### src/pkg/rtt_pkg.sv
package rtt_pkg;

   // ----------------------------------------------------------------
   // Timing
   // ----------------------------------------------------------------
   localparam int unsigned CLK_HZ          = 20_000_000;
   localparam int unsigned HALF_MINUTE_S   = 30;
   localparam int unsigned HALF_MIN_CYCLES = CLK_HZ * HALF_MINUTE_S;

   // ----------------------------------------------------------------
   // Sizes and limits
   // ----------------------------------------------------------------
   localparam int          RT_CHARS        = 64;
   localparam logic [6:0]  RT_MAX_LEN      = 7'h40;
   localparam int          TPS_CHARS       = 8;
   localparam logic [3:0]  TPS_MAX_LEN     = 4'h8;
   localparam logic [7:0]  SP_ONCE         = 8'hFF;
   localparam logic [7:0]  SP_MIN_BOTH     = 8'h01;
   localparam int          TMO_REL_BIT     = 7;

   // ----------------------------------------------------------------
   // Flag policy encodings
   // ----------------------------------------------------------------
   localparam logic [1:0]  POL_FIXED       = 2'h0;
   localparam logic [1:0]  POL_SPLIT       = 2'h1;
   localparam logic [1:0]  POL_TOGGLE      = 2'h2;
   localparam logic [1:0]  POL_OVERRIDE    = 2'h3;

   // ----------------------------------------------------------------
   // Reset values
   // ----------------------------------------------------------------
   localparam logic [4:0]  RST_PTY         = 5'h00;
   localparam logic [1:0]  RST_POLICY      = POL_TOGGLE;
   localparam logic [7:0]  RST_SW_PERIOD   = 8'h00;
   localparam logic [7:0]  RST_SP_PERIOD   = 8'h00;
   localparam logic [7:0]  RST_TIMEOUT     = 8'h00;

   // ----------------------------------------------------------------
   // Host commands
   // ----------------------------------------------------------------
   typedef enum logic [4:0] {
      OP_NOP,
      OP_PTY,
      OP_TYPE_NAME_EN,
      OP_RT_CHAR,
      OP_RT_LEN,
      OP_RT_EN,
      OP_SWITCH_PERIOD,
      OP_FLAG_POLICY,
      OP_RESTART,
      OP_SCROLL,
      OP_STATIC_PERIOD,
      OP_TA,
      OP_TIMEOUT,
      OP_TP,
      OP_TPS_CHAR,
      OP_TPS_LEN,
      OP_PROGRAM,
      OP_DPS_EN,
      OP_AUTO_MSG,
      OP_DPS_TEXT
   } rtt_op_t;

endpackage

### src/hdl/rtt_ctrl.sv
// Functional notes
// - Hold program type code 0..31 and present it continuously.
// - Type name enable bit turns descriptive type name on or off.
// - Each radiotext buffer holds at most 64 characters.
// - Each radiotext buffer has its own include enable bit.
// - Switch period in minutes 0..255; zero means half a minute.
// - On expiry alternate texts, or step second-text messages when automatic.
// - Flag policy: fixed, first A second B, toggle on update, toggle plus override.
// - Restart bit set starts changed dynamic label at once when idle.
// - Changing the running dynamic label restarts it, except via enqueue.
// - Scroll speed bit selects high or low scrolling speed.
// - Static period sets idle units between dynamic label repeats.
// - Static period 255 shows dynamic label once per change only, with restart bit set.
// - With both dynamic labels enabled, static period is never zero.
// - Traffic flag is OR of switch and command sources.
// - Selecting another program set clears the traffic flag.
// - Timeout zero: switch is level sensitive, low means announcement.
// - Timeout 1..127: falling edge sets flag, clears after that many minutes.
// - Adding 128 lets a rising edge also clear before expiry.
// - Timeout counted on clock minute ticks only.
// - Other network one switch is level controlled only.
// - Traffic program flag zero forces timeout setting to zero.
// - Traffic label holds up to 8 characters; empty disables it.
`timescale 1ns/1ps
module rtt_ctrl
   import rtt_pkg::*;
#(
   parameter int unsigned HALF_MIN_CYC = HALF_MIN_CYCLES
)(
   input  wire logic       sys_clk,
   input  wire logic       rst,
   input  wire logic       cmd_valid,
   input  wire rtt_op_t    cmd_op,
   input  wire logic       cmd_sel,
   input  wire logic [5:0] cmd_addr,
   input  wire logic [7:0] cmd_data,
   input  wire logic       rt_rd_sel,
   input  wire logic [5:0] rt_rd_addr,
   input  wire logic [2:0] tps_rd_addr,
   input  wire logic       rtc_minute_tick,
   input  wire logic       static_unit_tick,
   input  wire logic       dps_end,
   input  wire logic       ta_switch_n,
   input  wire logic       other_network_one_traffic_n,
   output logic [4:0]      program_type,
   output logic            type_name_enable,
   output logic [1:0]      radiotext_enable,
   output logic            text_active_sel,
   output logic [6:0]      text_active_len,
   output logic            text_ab_flag,
   output logic            text_ab_override,
   output logic            second_text_message_step,
   output logic [7:0]      rt_rd_char,
   output logic            scroll_speed_select,
   output logic            label_running,
   output logic            label_which,
   output logic            label_start,
   output logic            label_restart,
   output logic            traffic_program,
   output logic            traffic_announce,
   output logic            other_network_one_ta,
   output logic            traffic_label_enable,
   output logic [7:0]      tps_rd_char
);

   // ----------------------------------------------------------------
   // State
   // ----------------------------------------------------------------
   typedef struct packed {
      logic [4:0]  pty;
      logic        tn_en;
      logic [1:0]  rt_en;
      logic [6:0]  len0;
      logic [6:0]  len1;
      logic [7:0]  sw_per;
      logic [1:0]  policy;
      logic        restart;
      logic        scroll;
      logic [7:0]  sp_per;
      logic        ta_cmd;
      logic [7:0]  tmo;
      logic        tp;
      logic [3:0]  tps_len;
      logic        auto_msg;
      logic [1:0]  dps_en;
      logic        sel;
      logic        ab;
      logic        msg_step;
      logic [29:0] half_cnt;
      logic [8:0]  per_cnt;
      logic        run;
      logic        which;
      logic        pend;
      logic        pend_sel;
      logic [7:0]  st_cnt;
      logic        start;
      logic        rstrt;
      logic        prog_clr;
      logic        ta_out;
      logic        eon_ta;
   } rtt_st_t;

   rtt_st_t st_q;
   rtt_st_t st_d;

   // Text storage kept outside the struct to map onto RAM
   logic [7:0] rt_mem0 [RT_CHARS];
   logic [7:0] rt_mem1 [RT_CHARS];
   logic [7:0] tps_mem [TPS_CHARS];
   logic [7:0] rt_rd_q;
   logic [7:0] tps_rd_q;

   logic [1:0] sw_sync;
   logic       sw_ta;

   // ----------------------------------------------------------------
   // Switch inputs
   // ----------------------------------------------------------------
   // two-stage synchronisers
   rtt_sync #(.W(2)) u_sync (
      .sys_clk  (sys_clk),
      .rst      (rst),
      .async_in ({other_network_one_traffic_n, ta_switch_n}),
      .sync_out (sw_sync)
   );

   rtt_ta_ctrl u_ta (
      .sys_clk     (sys_clk),
      .rst         (rst),
      .sw_level    (sw_sync[0]),
      .timeout     (st_q.tmo),
      .minute_tick (rtc_minute_tick),
      .clear       (st_q.prog_clr),
      .sw_ta       (sw_ta)
   );

   // ----------------------------------------------------------------
   // Next state
   // ----------------------------------------------------------------
   logic       wr;
   logic       half_tick;
   logic [8:0] per_tgt;
   logic       expire;
   logic [7:0] sp_eff;
   logic       nxt_sel;

   always_comb begin
      st_d          = st_q;
      wr            = cmd_valid;
      st_d.msg_step = 1'b0;
      st_d.start    = 1'b0;
      st_d.rstrt    = 1'b0;
      st_d.prog_clr = 1'b0;
      nxt_sel       = st_q.sel;

      if (wr) begin
         unique case (cmd_op)
            OP_PTY:           st_d.pty = cmd_data[4:0];
            OP_TYPE_NAME_EN:  st_d.tn_en = cmd_data[0];
            OP_RT_EN:         st_d.rt_en[cmd_sel] = cmd_data[0];
            OP_SWITCH_PERIOD: st_d.sw_per = cmd_data;
            OP_FLAG_POLICY:   st_d.policy = cmd_data[1:0];
            OP_RESTART:       st_d.restart = cmd_data[0];
            OP_SCROLL:        st_d.scroll = cmd_data[0];
            OP_STATIC_PERIOD: st_d.sp_per = cmd_data;
            OP_TA:            st_d.ta_cmd = cmd_data[0];
            OP_TIMEOUT:       st_d.tmo = cmd_data;
            OP_TP:            st_d.tp = cmd_data[0];
            OP_AUTO_MSG:      st_d.auto_msg = cmd_data[0];
            OP_DPS_EN:        st_d.dps_en = cmd_data[1:0];
            OP_RT_LEN: begin
               if (cmd_sel) begin
                  st_d.len1 = (cmd_data > 8'(RT_MAX_LEN)) ? RT_MAX_LEN : cmd_data[6:0];
               end else begin
                  st_d.len0 = (cmd_data > 8'(RT_MAX_LEN)) ? RT_MAX_LEN : cmd_data[6:0];
               end
               if (st_q.policy[1] && cmd_sel == st_q.sel) begin
                  st_d.ab = ~st_q.ab;
               end
            end
            OP_TPS_LEN: begin
               st_d.tps_len = (cmd_data > 8'(TPS_MAX_LEN)) ? TPS_MAX_LEN : cmd_data[3:0];
            end
            OP_PROGRAM: begin
               st_d.ta_cmd   = 1'b0;
               st_d.prog_clr = 1'b1;
            end
            OP_DPS_TEXT: begin
               if (st_q.run && st_q.which == cmd_sel && !cmd_data[1]) begin
                  st_d.rstrt = 1'b1;
               end else if (!st_q.run) begin
                  st_d.pend     = 1'b1;
                  st_d.pend_sel = cmd_sel;
               end
            end
            default: ;
         endcase
      end

      if (!st_d.tp) begin
         st_d.tmo = 8'h00;
      end

      // ------------------------------------------------------------
      // Radiotext switching
      // ------------------------------------------------------------
      half_tick = (st_q.half_cnt == 30'(HALF_MIN_CYC - 1));
      st_d.half_cnt = half_tick ? 30'h0 : st_q.half_cnt + 30'h1;
      per_tgt = (st_q.sw_per == 8'h00) ? 9'h001 : {st_q.sw_per, 1'b0};
      expire  = half_tick && (st_q.per_cnt + 9'h001 >= per_tgt);
      if (half_tick) begin
         st_d.per_cnt = expire ? 9'h000 : st_q.per_cnt + 9'h001;
      end

      if (st_q.rt_en == 2'b01) begin
         nxt_sel = 1'b0;
      end else if (st_q.rt_en == 2'b10) begin
         nxt_sel = 1'b1;
      end else if (expire && st_q.rt_en == 2'b11) begin
         nxt_sel = ~st_q.sel;
      end
      if (expire && st_q.auto_msg && st_q.rt_en[1] && (nxt_sel || !st_q.rt_en[0])) begin
         st_d.msg_step = 1'b1;
      end
      st_d.sel = nxt_sel;

      unique case (st_q.policy)
         POL_FIXED: st_d.ab = 1'b0;
         POL_SPLIT: st_d.ab = nxt_sel;
         default: begin
            if (expire && (nxt_sel != st_q.sel || st_d.msg_step)) begin
               st_d.ab = ~st_q.ab;
            end
         end
      endcase

      // ------------------------------------------------------------
      // Dynamic label sequencing
      // ------------------------------------------------------------
      // never zero with both enabled
      sp_eff = (st_q.dps_en == 2'b11 && st_q.sp_per == 8'h00) ? SP_MIN_BOTH : st_q.sp_per;
      if (st_q.run) begin
         if (dps_end) begin
            st_d.run    = 1'b0;
            st_d.st_cnt = 8'h00;
         end
      end else if (st_q.dps_en != 2'b00) begin
         if (st_q.pend && st_q.restart && st_q.dps_en[st_q.pend_sel]) begin
            st_d.run   = 1'b1;
            st_d.start = 1'b1;
            st_d.which = st_q.pend_sel;
            st_d.pend  = 1'b0;
         end else if (sp_eff != SP_ONCE && st_q.st_cnt >= sp_eff) begin
            st_d.run   = 1'b1;
            st_d.start = 1'b1;
            st_d.pend  = 1'b0;
            st_d.which = (st_q.dps_en == 2'b11) ? ~st_q.which : st_q.dps_en[1];
         end else if (static_unit_tick && st_q.st_cnt != 8'hFF) begin
            st_d.st_cnt = st_q.st_cnt + 8'h01;
         end
      end

      st_d.ta_out = (sw_ta || st_q.ta_cmd) && !st_q.prog_clr;
      st_d.eon_ta = ~sw_sync[1];
   end

   always_ff @(posedge sys_clk) begin
      if (rst) begin
         st_q        <= '0;
         st_q.pty    <= RST_PTY;
         st_q.policy <= RST_POLICY;
         st_q.sw_per <= RST_SW_PERIOD;
         st_q.sp_per <= RST_SP_PERIOD;
         st_q.tmo    <= RST_TIMEOUT;
      end else begin
         st_q <= st_d;
      end
   end

   // ----------------------------------------------------------------
   // Text memories
   // ----------------------------------------------------------------
   // No reset on storage; lengths gate what is shown
   always_ff @(posedge sys_clk) begin
      if (wr && cmd_op == OP_RT_CHAR && !cmd_sel) begin
         rt_mem0[cmd_addr] <= cmd_data;
      end
      if (wr && cmd_op == OP_RT_CHAR && cmd_sel) begin
         rt_mem1[cmd_addr] <= cmd_data;
      end
      if (wr && cmd_op == OP_TPS_CHAR) begin
         tps_mem[cmd_addr[2:0]] <= cmd_data;
      end
   end

   always_ff @(posedge sys_clk) begin
      if (rst) begin
         rt_rd_q  <= 8'h00;
         tps_rd_q <= 8'h00;
      end else begin
         rt_rd_q  <= rt_rd_sel ? rt_mem1[rt_rd_addr] : rt_mem0[rt_rd_addr];
         tps_rd_q <= tps_mem[tps_rd_addr];
      end
   end

   // ----------------------------------------------------------------
   // Outputs
   // ----------------------------------------------------------------
   assign program_type             = st_q.pty;
   assign type_name_enable         = st_q.tn_en;
   assign radiotext_enable         = st_q.rt_en;
   assign text_active_sel          = st_q.sel;
   assign text_active_len          = st_q.sel ? st_q.len1 : st_q.len0;
   assign text_ab_flag             = st_q.ab;
   assign text_ab_override         = (st_q.policy == POL_OVERRIDE);
   assign second_text_message_step = st_q.msg_step;
   assign rt_rd_char               = rt_rd_q;
   assign scroll_speed_select      = st_q.scroll;
   assign label_running            = st_q.run;
   assign label_which              = st_q.which;
   assign label_start              = st_q.start;
   assign label_restart            = st_q.rstrt;
   assign traffic_program          = st_q.tp;
   assign traffic_announce         = st_q.ta_out;
   assign other_network_one_ta     = st_q.eon_ta;
   assign traffic_label_enable     = (st_q.tps_len != 4'h0);
   assign tps_rd_char              = tps_rd_q;

endmodule

### src/hdl/rtt_sync.sv
`timescale 1ns/1ps
module rtt_sync
   import rtt_pkg::*;
#(
   parameter int W = 2
)(
   input  wire logic         sys_clk,
   input  wire logic         rst,
   input  wire logic [W-1:0] async_in,
   output logic      [W-1:0] sync_out
);

   // Reset to idle-high: an open switch input reads as released
   logic [W-1:0] meta_q;

   always_ff @(posedge sys_clk) begin
      if (rst) begin
         meta_q   <= '1;
         sync_out <= '1;
      end else begin
         meta_q   <= async_in;
         sync_out <= meta_q;
      end
   end

endmodule

### src/hdl/rtt_ta_ctrl.sv
`timescale 1ns/1ps
module rtt_ta_ctrl
   import rtt_pkg::*;
(
   input  wire logic       sys_clk,
   input  wire logic       rst,
   input  wire logic       sw_level,
   input  wire logic [7:0] timeout,
   input  wire logic       minute_tick,
   input  wire logic       clear,
   output logic            sw_ta
);

   typedef struct packed {
      logic       prev;
      logic       act;
      logic [6:0] mins;
   } rtt_ta_st_t;

   rtt_ta_st_t st_q;
   rtt_ta_st_t st_d;

   always_comb begin
      st_d      = st_q;
      st_d.prev = sw_level;
      if (timeout == 8'h00) begin
         st_d.act  = ~sw_level;
         st_d.mins = 7'h00;
      end else begin
         if (st_q.act && minute_tick && st_q.mins != 7'h00) begin
            st_d.mins = st_q.mins - 7'h01;
            if (st_q.mins == 7'h01) begin
               st_d.act = 1'b0;
            end
         end
         if (!st_q.prev && sw_level && timeout[TMO_REL_BIT]) begin
            st_d.act = 1'b0;
         end
         if (st_q.prev && !sw_level) begin
            st_d.act  = 1'b1;
            st_d.mins = timeout[6:0];
         end
      end
      if (clear) begin
         st_d.act = 1'b0;
      end
   end

   always_ff @(posedge sys_clk) begin
      if (rst) begin
         st_q <= '{prev: 1'b1, act: 1'b0, mins: 7'h00};
      end else begin
         st_q <= st_d;
      end
   end

   assign sw_ta = st_q.act;

endmodule

### config.mk
export PLATFORM = sky130hd
export DESIGN_NAME = rtt_ctrl
export DESIGN_NICKNAME = d
export VERILOG_FILES = /design/src/pkg/rtt_pkg.sv /design/src/hdl/rtt_ctrl.sv /design/src/hdl/rtt_sync.sv /design/src/hdl/rtt_ta_ctrl.sv
export SDC_FILE = /design/constraint.sdc
export NUM_CORES = 1
export LEC_CHECK = 0
export ABC_AREA = 1
export BUFFER_PORTS_ARGS = -buffer_cell sky130_fd_sc_hd__buf_2
export CELL_PAD_IN_SITES_DETAIL_PLACEMENT = 0
export CELL_PAD_IN_SITES_GLOBAL_PLACEMENT = 1
export CORE_MARGIN = 2
export CORE_UTILIZATION = 43
export CTS_BUF_LIST = sky130_fd_sc_hd__clkbuf_16
export CTS_CLUSTER_DIAMETER = 100
export DETAILED_ROUTE_END_ITERATION = 10
export PLACE_DENSITY = 0.75
export SLEW_MARGIN = 20
export SYNTH_ARGS = -nofsm -noshare
export SYNTH_HDL_FRONTEND = slang
export SYNTH_SLANG_ARGS = --single-unit
### constraint.sdc
create_clock -name sys_clk -period 6.8 [get_ports sys_clk]
set_input_delay 1.02 -clock sys_clk [delete_from_list [all_inputs] [get_ports sys_clk]]
set_output_delay 1.02 -clock sys_clk [all_outputs]
set_load 0.02 [all_outputs]
======== Word-level counts from Yosys, hierarchy flattened ========
Memory sizes are Yosys's and may differ from the RTL's. A register that Yosys moved wholly into a read port is not among the register bits.
Cells that the tools add are included.
cells by class
  $add $sub $neg .......................... 4
  $lt $le $gt $ge ......................... 7
  equality and inequality tests ........... 35
  muxes and demuxes ....................... 59
  bitwise logic cells ..................... 12
  reduce and logical (&&, ||, !) cells .... 78
operators with widths
  operator                                                          count
  8-bit two-way mux                                                 11
  5-bit by 4-bit == test with 1-bit output (second input constant)  8
  30-bit by 1-bit adder with 30-bit output (second input constant)  1
  30-bit == test (second input constant)                            1
  1-bit two-way mux                                                 29
  2-bit AND reduction                                               14
  9-bit two-way mux                                                 3
  1-bit logical AND                                                 25
  8-bit logical NOT                                                 3
  4-bit nonzero test                                                6
  5-bit by 3-bit == test with 1-bit output (second input constant)  4
  5-bit == test (second input constant)                             4
  8-bit != test (second input constant)                             2
  7-bit two-way mux                                                 2
  1-bit inverter                                                    12
  3-bit AND reduction                                               4
  2-bit nonzero test                                                6
  5-bit by 2-bit == test with 1-bit output (second input constant)  2
  2-bit two-way mux                                                 5
  2-bit OR reduction                                                5
  9-bit by 1-bit adder with 9-bit output (second input constant)    1
  9-bit >= comparator                                               1
  3-bit two-way mux                                                 3
  8-bit by 1-bit adder with 8-bit output (second input constant)    1
  24 further kinds                                                  42
storage, ports and cells
  register bits after elaboration ......... 139
  bits in writable memories ............... 1088
  bits of input ports ..................... 38
  output and inout port bits .............. 44
  memories ................................ 3
memory list
  memory   words  width  read ports  clocked after memory_dff  write ports  RTL line         RTL
  rt_mem0  64     8      1           0                         1            rtt_ctrl.sv:107  logic [7:0] rt_mem0 [RT_CHARS];
  rt_mem1  64     8      1           0                         1            rtt_ctrl.sv:108  logic [7:0] rt_mem1 [RT_CHARS];
  tps_mem  8      8      1           1                         1            rtt_ctrl.sv:109  logic [7:0] tps_mem [TPS_CHARS];

======== Depth between registers and ports, before layout ========
Gate-level depths: netlist of the first run.
  depth after elaboration ................. 15
  gate-level depth with buffers ........... 22

======== By module ========
Synthesis of the first run repeated with hierarchy kept, for this count alone.
second synthesis, totals
  cell total of the unflattened synthesis .. 4476
  area total of the unflattened synthesis .. 50592.3 µm²
by module, submodules not included
  module       instances  cells each  area each (µm²)
  rtt_ctrl     1          4354        49777.7
  rtt_ta_ctrl  1          109         698.2
  rtt_sync     1          13          116.4

======== Worst setup path before layout of the first run ========
No wires, ideal clock.
  path kind ............................... input -> register
  from .................................... input port cmd_valid
  to ...................................... memory tps_mem[0][0] (enable)
  library setup time ...................... 395 ps
  arrival ................................. 2585 ps
  data required time ...................... 6405 ps
  setup slack ............................. 3821 ps
  stages on the path ...................... 6
  buffers on the path ..................... 0
  path through ............................ inv_1 > nor2_1 > inv_1 > nor3_1 > nand2_1 > nor4_1
between the ends
  longest elaborated chain between the ends .. 3
ends and longest elaborated chain
  what                                     RTL line         RTL
  start, declared                          rtt_ctrl.sv:32   input wire logic cmd_valid,
  1-bit logical AND                        rtt_ctrl.sv:291  if (wr && cmd_op == OP_TPS_CHAR) begin
  1-bit two-way mux                        rtt_ctrl.sv:291
  1-bit two-way mux (implied by the code)  rtt_ctrl.sv:292  tps_mem[cmd_addr[2:0]] <= cmd_data;
  end, declared                            rtt_ctrl.sv:109
Every way passes these cells.

======== Worst setup path in the final report of the first run ========
  from .................................... input port rt_rd_addr[0]
  to ...................................... register rt_rd_q[1], in the netlist rt_rd_char[1]
between the ends
  longest elaborated chain between the ends .. 2
ends and longest elaborated chain
  what                                  RTL line         RTL
  start, declared                       rtt_ctrl.sv:38   input wire logic [5:0] rt_rd_addr,
  memory 64 x 8 bit (on tied branches)  n/a
  8-bit two-way mux (*)                 rtt_ctrl.sv:301  rt_rd_q <= rt_rd_sel ? rt_mem1[rt_rd_addr] : rt_mem0[rt_rd_addr];
  end signal, assigned                  rtt_ctrl.sv:301
  end, declared                         rtt_ctrl.sv:110  logic [7:0] rt_rd_q;
Mark *: on every way between the ends. The rest lies on a longest branch, timed or not.
A chain may end at the register's enable or synchronous reset.

==> results.cfg, run 1 <==
[outcome]
status = complete, no violations

[die]
core_um2 = 117000
dieArea_um2 = 121000
start_util = 0.435
fp-row-count = 125
ios = 82
die_width_um = 347
die_h_um = 347

[clock_tree]
cts_tree = done
clkTransAtPathRegs_ns = 0.06
cts_resized = 0
cts_setup_buffers = 0
clock_latency_ns = 0.74
cts.sinks = 1235
cts_made_buffers = 133
cts_buffer_depth = 3
cts-hold-fix-buffers = 0
h-tree-depth = 4
ctsRootBufferMaster = clkbuf_16

[timing]
max-slew-margin-rel = 0.225
timing.fmax_ghz = 0.285
finalCritPeriodShare = 0.515
setup_viol = 0
worstMarginPinSlew_ns = 1.16
setup_tns_ns = 0
rsz0062_at_grt = no
hold_violations = 0
fin_crit_ns = 3.50
worst_slack_ns = 3.30
fin_skew_ns = 0.0299
slew_violations = 0

[place]
placed_cells = 5818
port_buffers = 81
pre_cts_ws_ns = 2.60
place_congestion = 0.821
dp_hpwl_um = 77700

[finish]
nFillCells = 10300
syn_to_final_growth_pct = 11.2
final_cell_count_no_fill = 6063
multi_input_area_um2 = 13300
drive_gt1_frac = 0.0831
nNetsFinal = 4490
ff_latch_area_um2 = 35600

[critical_path]
arrival_ns = 4.18
required_ns = 7.47
crit_path_start_kind = primary input
rrSetupSlack_ns = 3.98
critPathMaxFanout = 167
path_delay_family = buffers and inverters
endpoint_kind = flip-flop
cpMostUsedCell = nand2_1
cpMaxStageDelayCell = buf_4
slowest_delay_ns = 0.66
crit_buf_inv = 3
path_class = primary input to flip-flop
path_cells = buf_8, buf_12, buf_4, o21ai_0, o22ai_1, nand2_1, nand3_1, nand3_1, nand2_1, nand2_1, nand2_1, o21ai_1, nor2_1

[global_route]
grt.total_usage = 0.220
grt_pass1_vias = 32100
grt_max_degree = 224
grt_overflow = 0
grt_pass1_wl_um = 202000
antenna_found_initial = 4

[synthesis]
synthTopCellsByCount = edfxtp_1 (1,088), nor2_1 (828), o21ai_0 (596)
netlist_area_um2 = 50700
yosys_register_bits = 1235
syn_nets = 4514
yosysSeqAreaShare = 0.703
yosysWarnings = 0
yosysMostFrequentCell = edfxtp_1
async_reset_ff_frac = 0
synth_edf_count = 1088
avgSynthCellArea_um2 = 11.4
synth_area_leader_cell = edfxtp_1
synth_top_cells_by_area = edfxtp_1 (64%), nor2_1 (6.1%), o21ai_0 (5.9%), dfxtp_1 (5.8%), nand2_1 (4.2%)
synth_top_area_frac = 0.644
yosys_most_used_dff = edfxtp_1
synthCells = 4453
synth_cell_types = 52

[detailed_routing]
post_drt_via_cell_ratio = 5.67
wl_per_cell_um = 22.2
first_iter_violations = 4067
drc = 0
ant_nets = 0
wirelength_um = 135000
num_vias = 34400
dr.pass1.iters = 5

[hold_path]
hold_class = flip-flop to flip-flop

[power_and_ir_drop]
pwr_density_cell_nw_per_um2 = 286
ir_drop_v = 0.000257
leakage_nw = 18.7

[flow_run]
cap_violations = 0
-- through the flow --
step	area (um^2)	util	power, W	hold WS [ns]
floorplan	50700	-	0.00893	0.363
global placement	52200	0.448	0.00930	0.365
detailed placement	52200	0.448	0.00931	0.374
CTS	56400	0.484	0.0162	0.382
global route	56400	0.484	0.0166	0.386
finish	56400	0.484	0.0161	0.380
-- cell families (layout without fill, tap and decap cells) --
| group | Yosys count | after routing | share of synthesized area |
|---|---|---|---|
| XOR/XNOR | 20 | 20 | 0.00346 |
| buffers and inverters | 424 | 508 | 0.0383 |
| AND/OR/NAND/NOR | 1682 | 1682 | 0.135 |
| flip-flops | 1235 | 1235 | 0.703 |
| adder cells (fa/ha/maj) | 23 | 23 | 0.00568 |
| other | 0 | 2 | 0 |
| AO/OA/AOI/OAI | 1069 | 1069 | 0.115 |
-- sequential cells by signal, indices dropped and copies added, names as in the netlist, 2 cells and up --
name / cells
rt_mem0: 512
rt_mem1: 512
st_q: 99
tps_mem: 64
rt_rd_char: 8
tps_rd_char: 8
u_ta.st_q: 8
program_type: 5
radiotext_enable: 2
u_sync.meta_q: 2
u_sync.sync_out: 2
-- worst paths after layout --
| kind | cells after the start | start | endpoint |
|---|---|---|---|
| max | 13 | rt_rd_addr[0] | rt_rd_char[1]$_SDFF_PP0_ |
| min | 1 | u_sync.sync_out[1]$_SDFF_PP1_ | other_network_one_ta$_SDFF_PP0_ |
| max reg2reg | 21 | st_q[17]$_SDFFE_PP0P_ | text_ab_flag$_SDFFE_PP0P_ |
| min reg2reg | 1 | u_sync.sync_out[1]$_SDFF_PP1_ | other_network_one_ta$_SDFF_PP0_ |
-- layout by cell type, fill, tap and decap left out, types with 6 or more instances in the layout --
master	instances
nand2_1	569
clkinv_1	31
nor2_1	828
nand3_1	165
clkbuf_16	135
buf_4	45
nand2_2	8
or2_2	12
a21oi_1	93
nor3_2	11
inv_1	156
inv_2	8
dfxtp_1	147
o21ai_0	596
xor2_1	15
edfxtp_1	1088
o21ai_1	50
o22ai_1	264
a31oi_1	18
bufinv_16	10
buf_12	7
nand4_1	15
o211ai_1	33
nor3_1	36
buf_2	70
inv_6	7
clkinv_2	21
ha_1	23
nor4_1	6
-- cell type report --
type	instances	area share
antenna	2	0.0000887
timing repair buffer	125	0.0154
tap	1524	0.0338
sequential	1235	0.631
clock inverter	108	0.0144
clock buffer	135	0.0599
multi-input combinational	2794	0.235
inverter	140	0.00981
-- report_power, final --
group / switching [W] / leakage [nW] / total [W] / internal (W)
clock: 0.00297 / 2.16 / 0.00697 / 0.00400
combinational: 0.000673 / 5.53 / 0.000883 / 0.000210
sequential: 0.0000143 / 11.0 / 0.00827 / 0.00826
-- metal layers --
metal	part of all wire	global-route usage	up-vias
met3	0.072	0.0354	189
met1	0.45	0.327	17100
met5	0.000096	0	-
met4	0.020	0.0604	2
met2	0.45	0.334	1235
li1	-	-	15900
Power figures use the tool's default switching activity.
==> run 2, diff against run 1 <==
--- a/config.mk
+++ b/config.mk
@@ -14,7 +14,7 @@
 export CTS_BUF_LIST = sky130_fd_sc_hd__clkbuf_16
 export CTS_CLUSTER_DIAMETER = 100
 export DETAILED_ROUTE_END_ITERATION = 10
-export PLACE_DENSITY = 0.75
+export PLACE_DENSITY = 0.77
 export SLEW_MARGIN = 20
 export SYNTH_ARGS = -nofsm -noshare
 export SYNTH_HDL_FRONTEND = slang
==> constraint.sdc (replaced) <==
create_clock -name sys_clk -period 3.1 [get_ports sys_clk]
set_input_delay 0.465 -clock sys_clk [delete_from_list [all_inputs] [get_ports sys_clk]]
set_output_delay 0.465 -clock sys_clk [all_outputs]
set_load 0.02 [all_outputs]
==> run 2 against run 1 <==
Register-to-register slack worse by 3.6 ns. Core utilization up 1.5 points. Worst setup slack got worse by 2.9 ns. Clock skew is 0.011 ns lower. Power rose by 120%. Non-clock buffer count up 195. Critical path type is now flip-flop to flip-flop. Sequential cell count unchanged. Count of clock-buffer cells in the layout decreased by 11. Highest routed layer is now met4. Sequential share of layout area shrank 2.0 points. Via count increased by 0.62%. Die area is the same.
==> results.cfg, run 2 (same netlist as run 1, synthesis figures left out) <==
[place]
pre_cts_ws_ns = 0.392
place_area_um2 = 53900
place_congestion = 0.842
dp_hpwl_um = 79400
port_buffers = 81

[die]
start_util = 0.435
ios = 82
fp-row-count = 125
die_width_um = 347
die_h_um = 347
core_um2 = 117000
dieArea_um2 = 121000

[timing]
slew_violations = 0
timing.fmax_ghz = 0.364
worst_slack_ns = 0.349
fin_skew_ns = 0.0187
setup_viol = 0
fin_crit_ns = 2.75
max-slew-margin-rel = 0.364
hold_violations = 0
worstMarginPinSlew_ns = 0.947
hold_ws_ns = 0.0899
finalCritPeriodShare = 0.887

[critical_path]
rr_worst_depth = 19
critPathMaxFanout = 3
slowest_delay_ns = 0.37
arrival_ns = 3.34
r2r-start = st_q[17]$_SDFFE_PP0P_
rrSetupSlack_ns = 0.35
crit_path_start_kind = flip-flop
path_cells = ha_1, nand3_1, nor2_2, nand3_1, xor2_2, ha_1, nand2_1, nor2_1, nand3_1, nand4_1, nand2_2, nand2_1, nand2_1, nand2_1, nand2_1, nand2_1, nand2_1, a21oi_1, nor2_1
r2r-end = text_ab_flag$_SDFFE_PP0P_
required_ns = 3.69
path_delay_family = simple AND/OR/NAND/NOR gates
endpoint_kind = flip-flop
cpMostUsedCell = nand2_1
path_class = flip-flop to flip-flop
crit_buf_inv = 0
cpMaxStageDelayCell = dfxtp_1

[global_route]
grt_overflow = 0
grt.total_usage = 0.216
grt_pass1_vias = 32500
grt_max_degree = 145
grt_pass1_wl_um = 201000
antenna_found_initial = 3

[hold_path]
hold_class = primary input to flip-flop
min_from = cmd_op[4]
whs_path_depth = 3
hold_end = st_q[2]$_SDFF_PP0_

[clock_tree]
ctsRootBufferMaster = clkbuf_16
h-tree-depth = 3
clkTransAtPathRegs_ns = 0.06
cts_tree = done
cts_buffer_depth = 3
clock_latency_ns = 0.71
cts_setup_buffers = 0
cts_made_buffers = 120
cts.sinks = 1235

[finish]
final_cell_mix = edfxtp_1 (1,088), nor2_1 (826), o21ai_0 (596)
layout_commonest_cell = edfxtp_1
syn_to_final_growth_pct = 14.8
largest_registers = rt_mem0 (512), rt_mem1 (512), st_q (99)
drive_gt1_frac = 0.121
nNetsFinal = 4672
stdcell_area_um2 = 58200

[power_and_ir_drop]
swShare = 0.217
p_int_w = 0.0279
sequentialPowerShare = 0.509
combPwrFrac = 0.057
clkPwrFrac = 0.434
pwr_density_cell_nw_per_um2 = 611
p_sw_w = 0.00772
leakage_nw = 19.8
ir_drop_v = 0.000442

[detailed_routing]
ant_nets = 0
drc = 0
num_vias = 34600
post_drt_via_cell_ratio = 5.54
wirelength_um = 133000
wl_per_cell_um = 21.3
dr.pass1.iters = 6
first_iter_violations = 3717

[outcome]
status = complete, no violations

[flow_run]
cap_violations = 0
==> run 2: cell count changes in the layout (fill, tap and decap cells not counted), moves of 3 or more <==
cell and change:
inv_1 -15, clkinv_2 +7, buf_12 +26, dlygate4sd3_1 +4, nor4_4 -3, buf_6 +5, nor4_1 +3, inv_6 -4
buf_4 +161, clkbuf_16 -11, clkinv_4 -3, bufinv_16 +14
==> run 2: per-stage QoR <==
stage	cells	power (W)	TNS, ns	utilization
final	6244	0.0356	0	0.499
after global routing	6241	0.0366	-0.0237	0.499
after CTS	6241	0.0358	0	0.499
after detailed placement	6009	0.0205	0	0.463
after global placement	6009	0.0205	0	0.463
after floorplan	4453	0.0196	0	-
==> run 2: repair_timing <==
| action | 4_1_cts | 5_1_grt |
|---|---|---|
| hold buffers | 4 | 0 |
| endpoints found under the hold margin | 4 | 0 |
| endpoints found under the setup margin | 0 | 1 |
| gates resized for setup | 0 | 4 |
==> run 2: how the worst max path moves through the flow <==
| stage | from | to | slack, ns | depth (start not counted) |
|---|---|---|---|---|
| after global routing | st_q[17]$_SDFFE_PP0P_ | text_ab_flag$_SDFFE_PP0P_ | -0.02 | 20 |
| after detailed placement | st_q[17]$_SDFFE_PP0P_ | text_ab_flag$_SDFFE_PP0P_ | 0.39 | 21 |
| final | st_q[17]$_SDFFE_PP0P_ | text_ab_flag$_SDFFE_PP0P_ | 0.35 | 19 |
| after global placement | st_q[17]$_SDFFE_PP0P_ | text_ab_flag$_SDFFE_PP0P_ | 0.27 | 21 |
| after floorplan | st_q[17]$_SDFFE_PP0P_ | text_ab_flag$_SDFFE_PP0P_ | 0.67 | 21 |
| after CTS | st_q[17]$_SDFFE_PP0P_ | text_ab_flag$_SDFFE_PP0P_ | 0.37 | 21 |
==> run 2: cell type report <==
type	count	area (um^2)
diodes	3	7.51
clock buffers	124	3100
clock inverters	104	1110
fillers	9999	58300
inverters	140	549
multi-input cells	2794	13200
flip-flops and latches	1235	35600
well taps	1524	1910
repair buffers	320	2680
==> run 2: power by group through the flow <==
stage	sequential, W	combinational [W]	clock [W]
after global routing	0.0181	0.00221	0.0163
after CTS	0.0181	0.00202	0.0156
after detailed placement	0.0185	0.00201	0
final	0.0181	0.00202	0.0154
after floorplan	0.0185	0.00109	0
after global placement	0.0185	0.00200	0
==> run 2: per-layer routing <==
metal  GRT usage  share of wire  vias up
met5           0              0        -
met4      0.0583          0.021        0
met3      0.0279          0.071      180
met2       0.342           0.46     1242
met1       0.313           0.44    16900
li1            -              -    16300
==> run 2: tightest hold or removal path: stages <==
cell     delay (ns)
buf_2          0.13
nand3_1        0.10
nor3_1         0.05
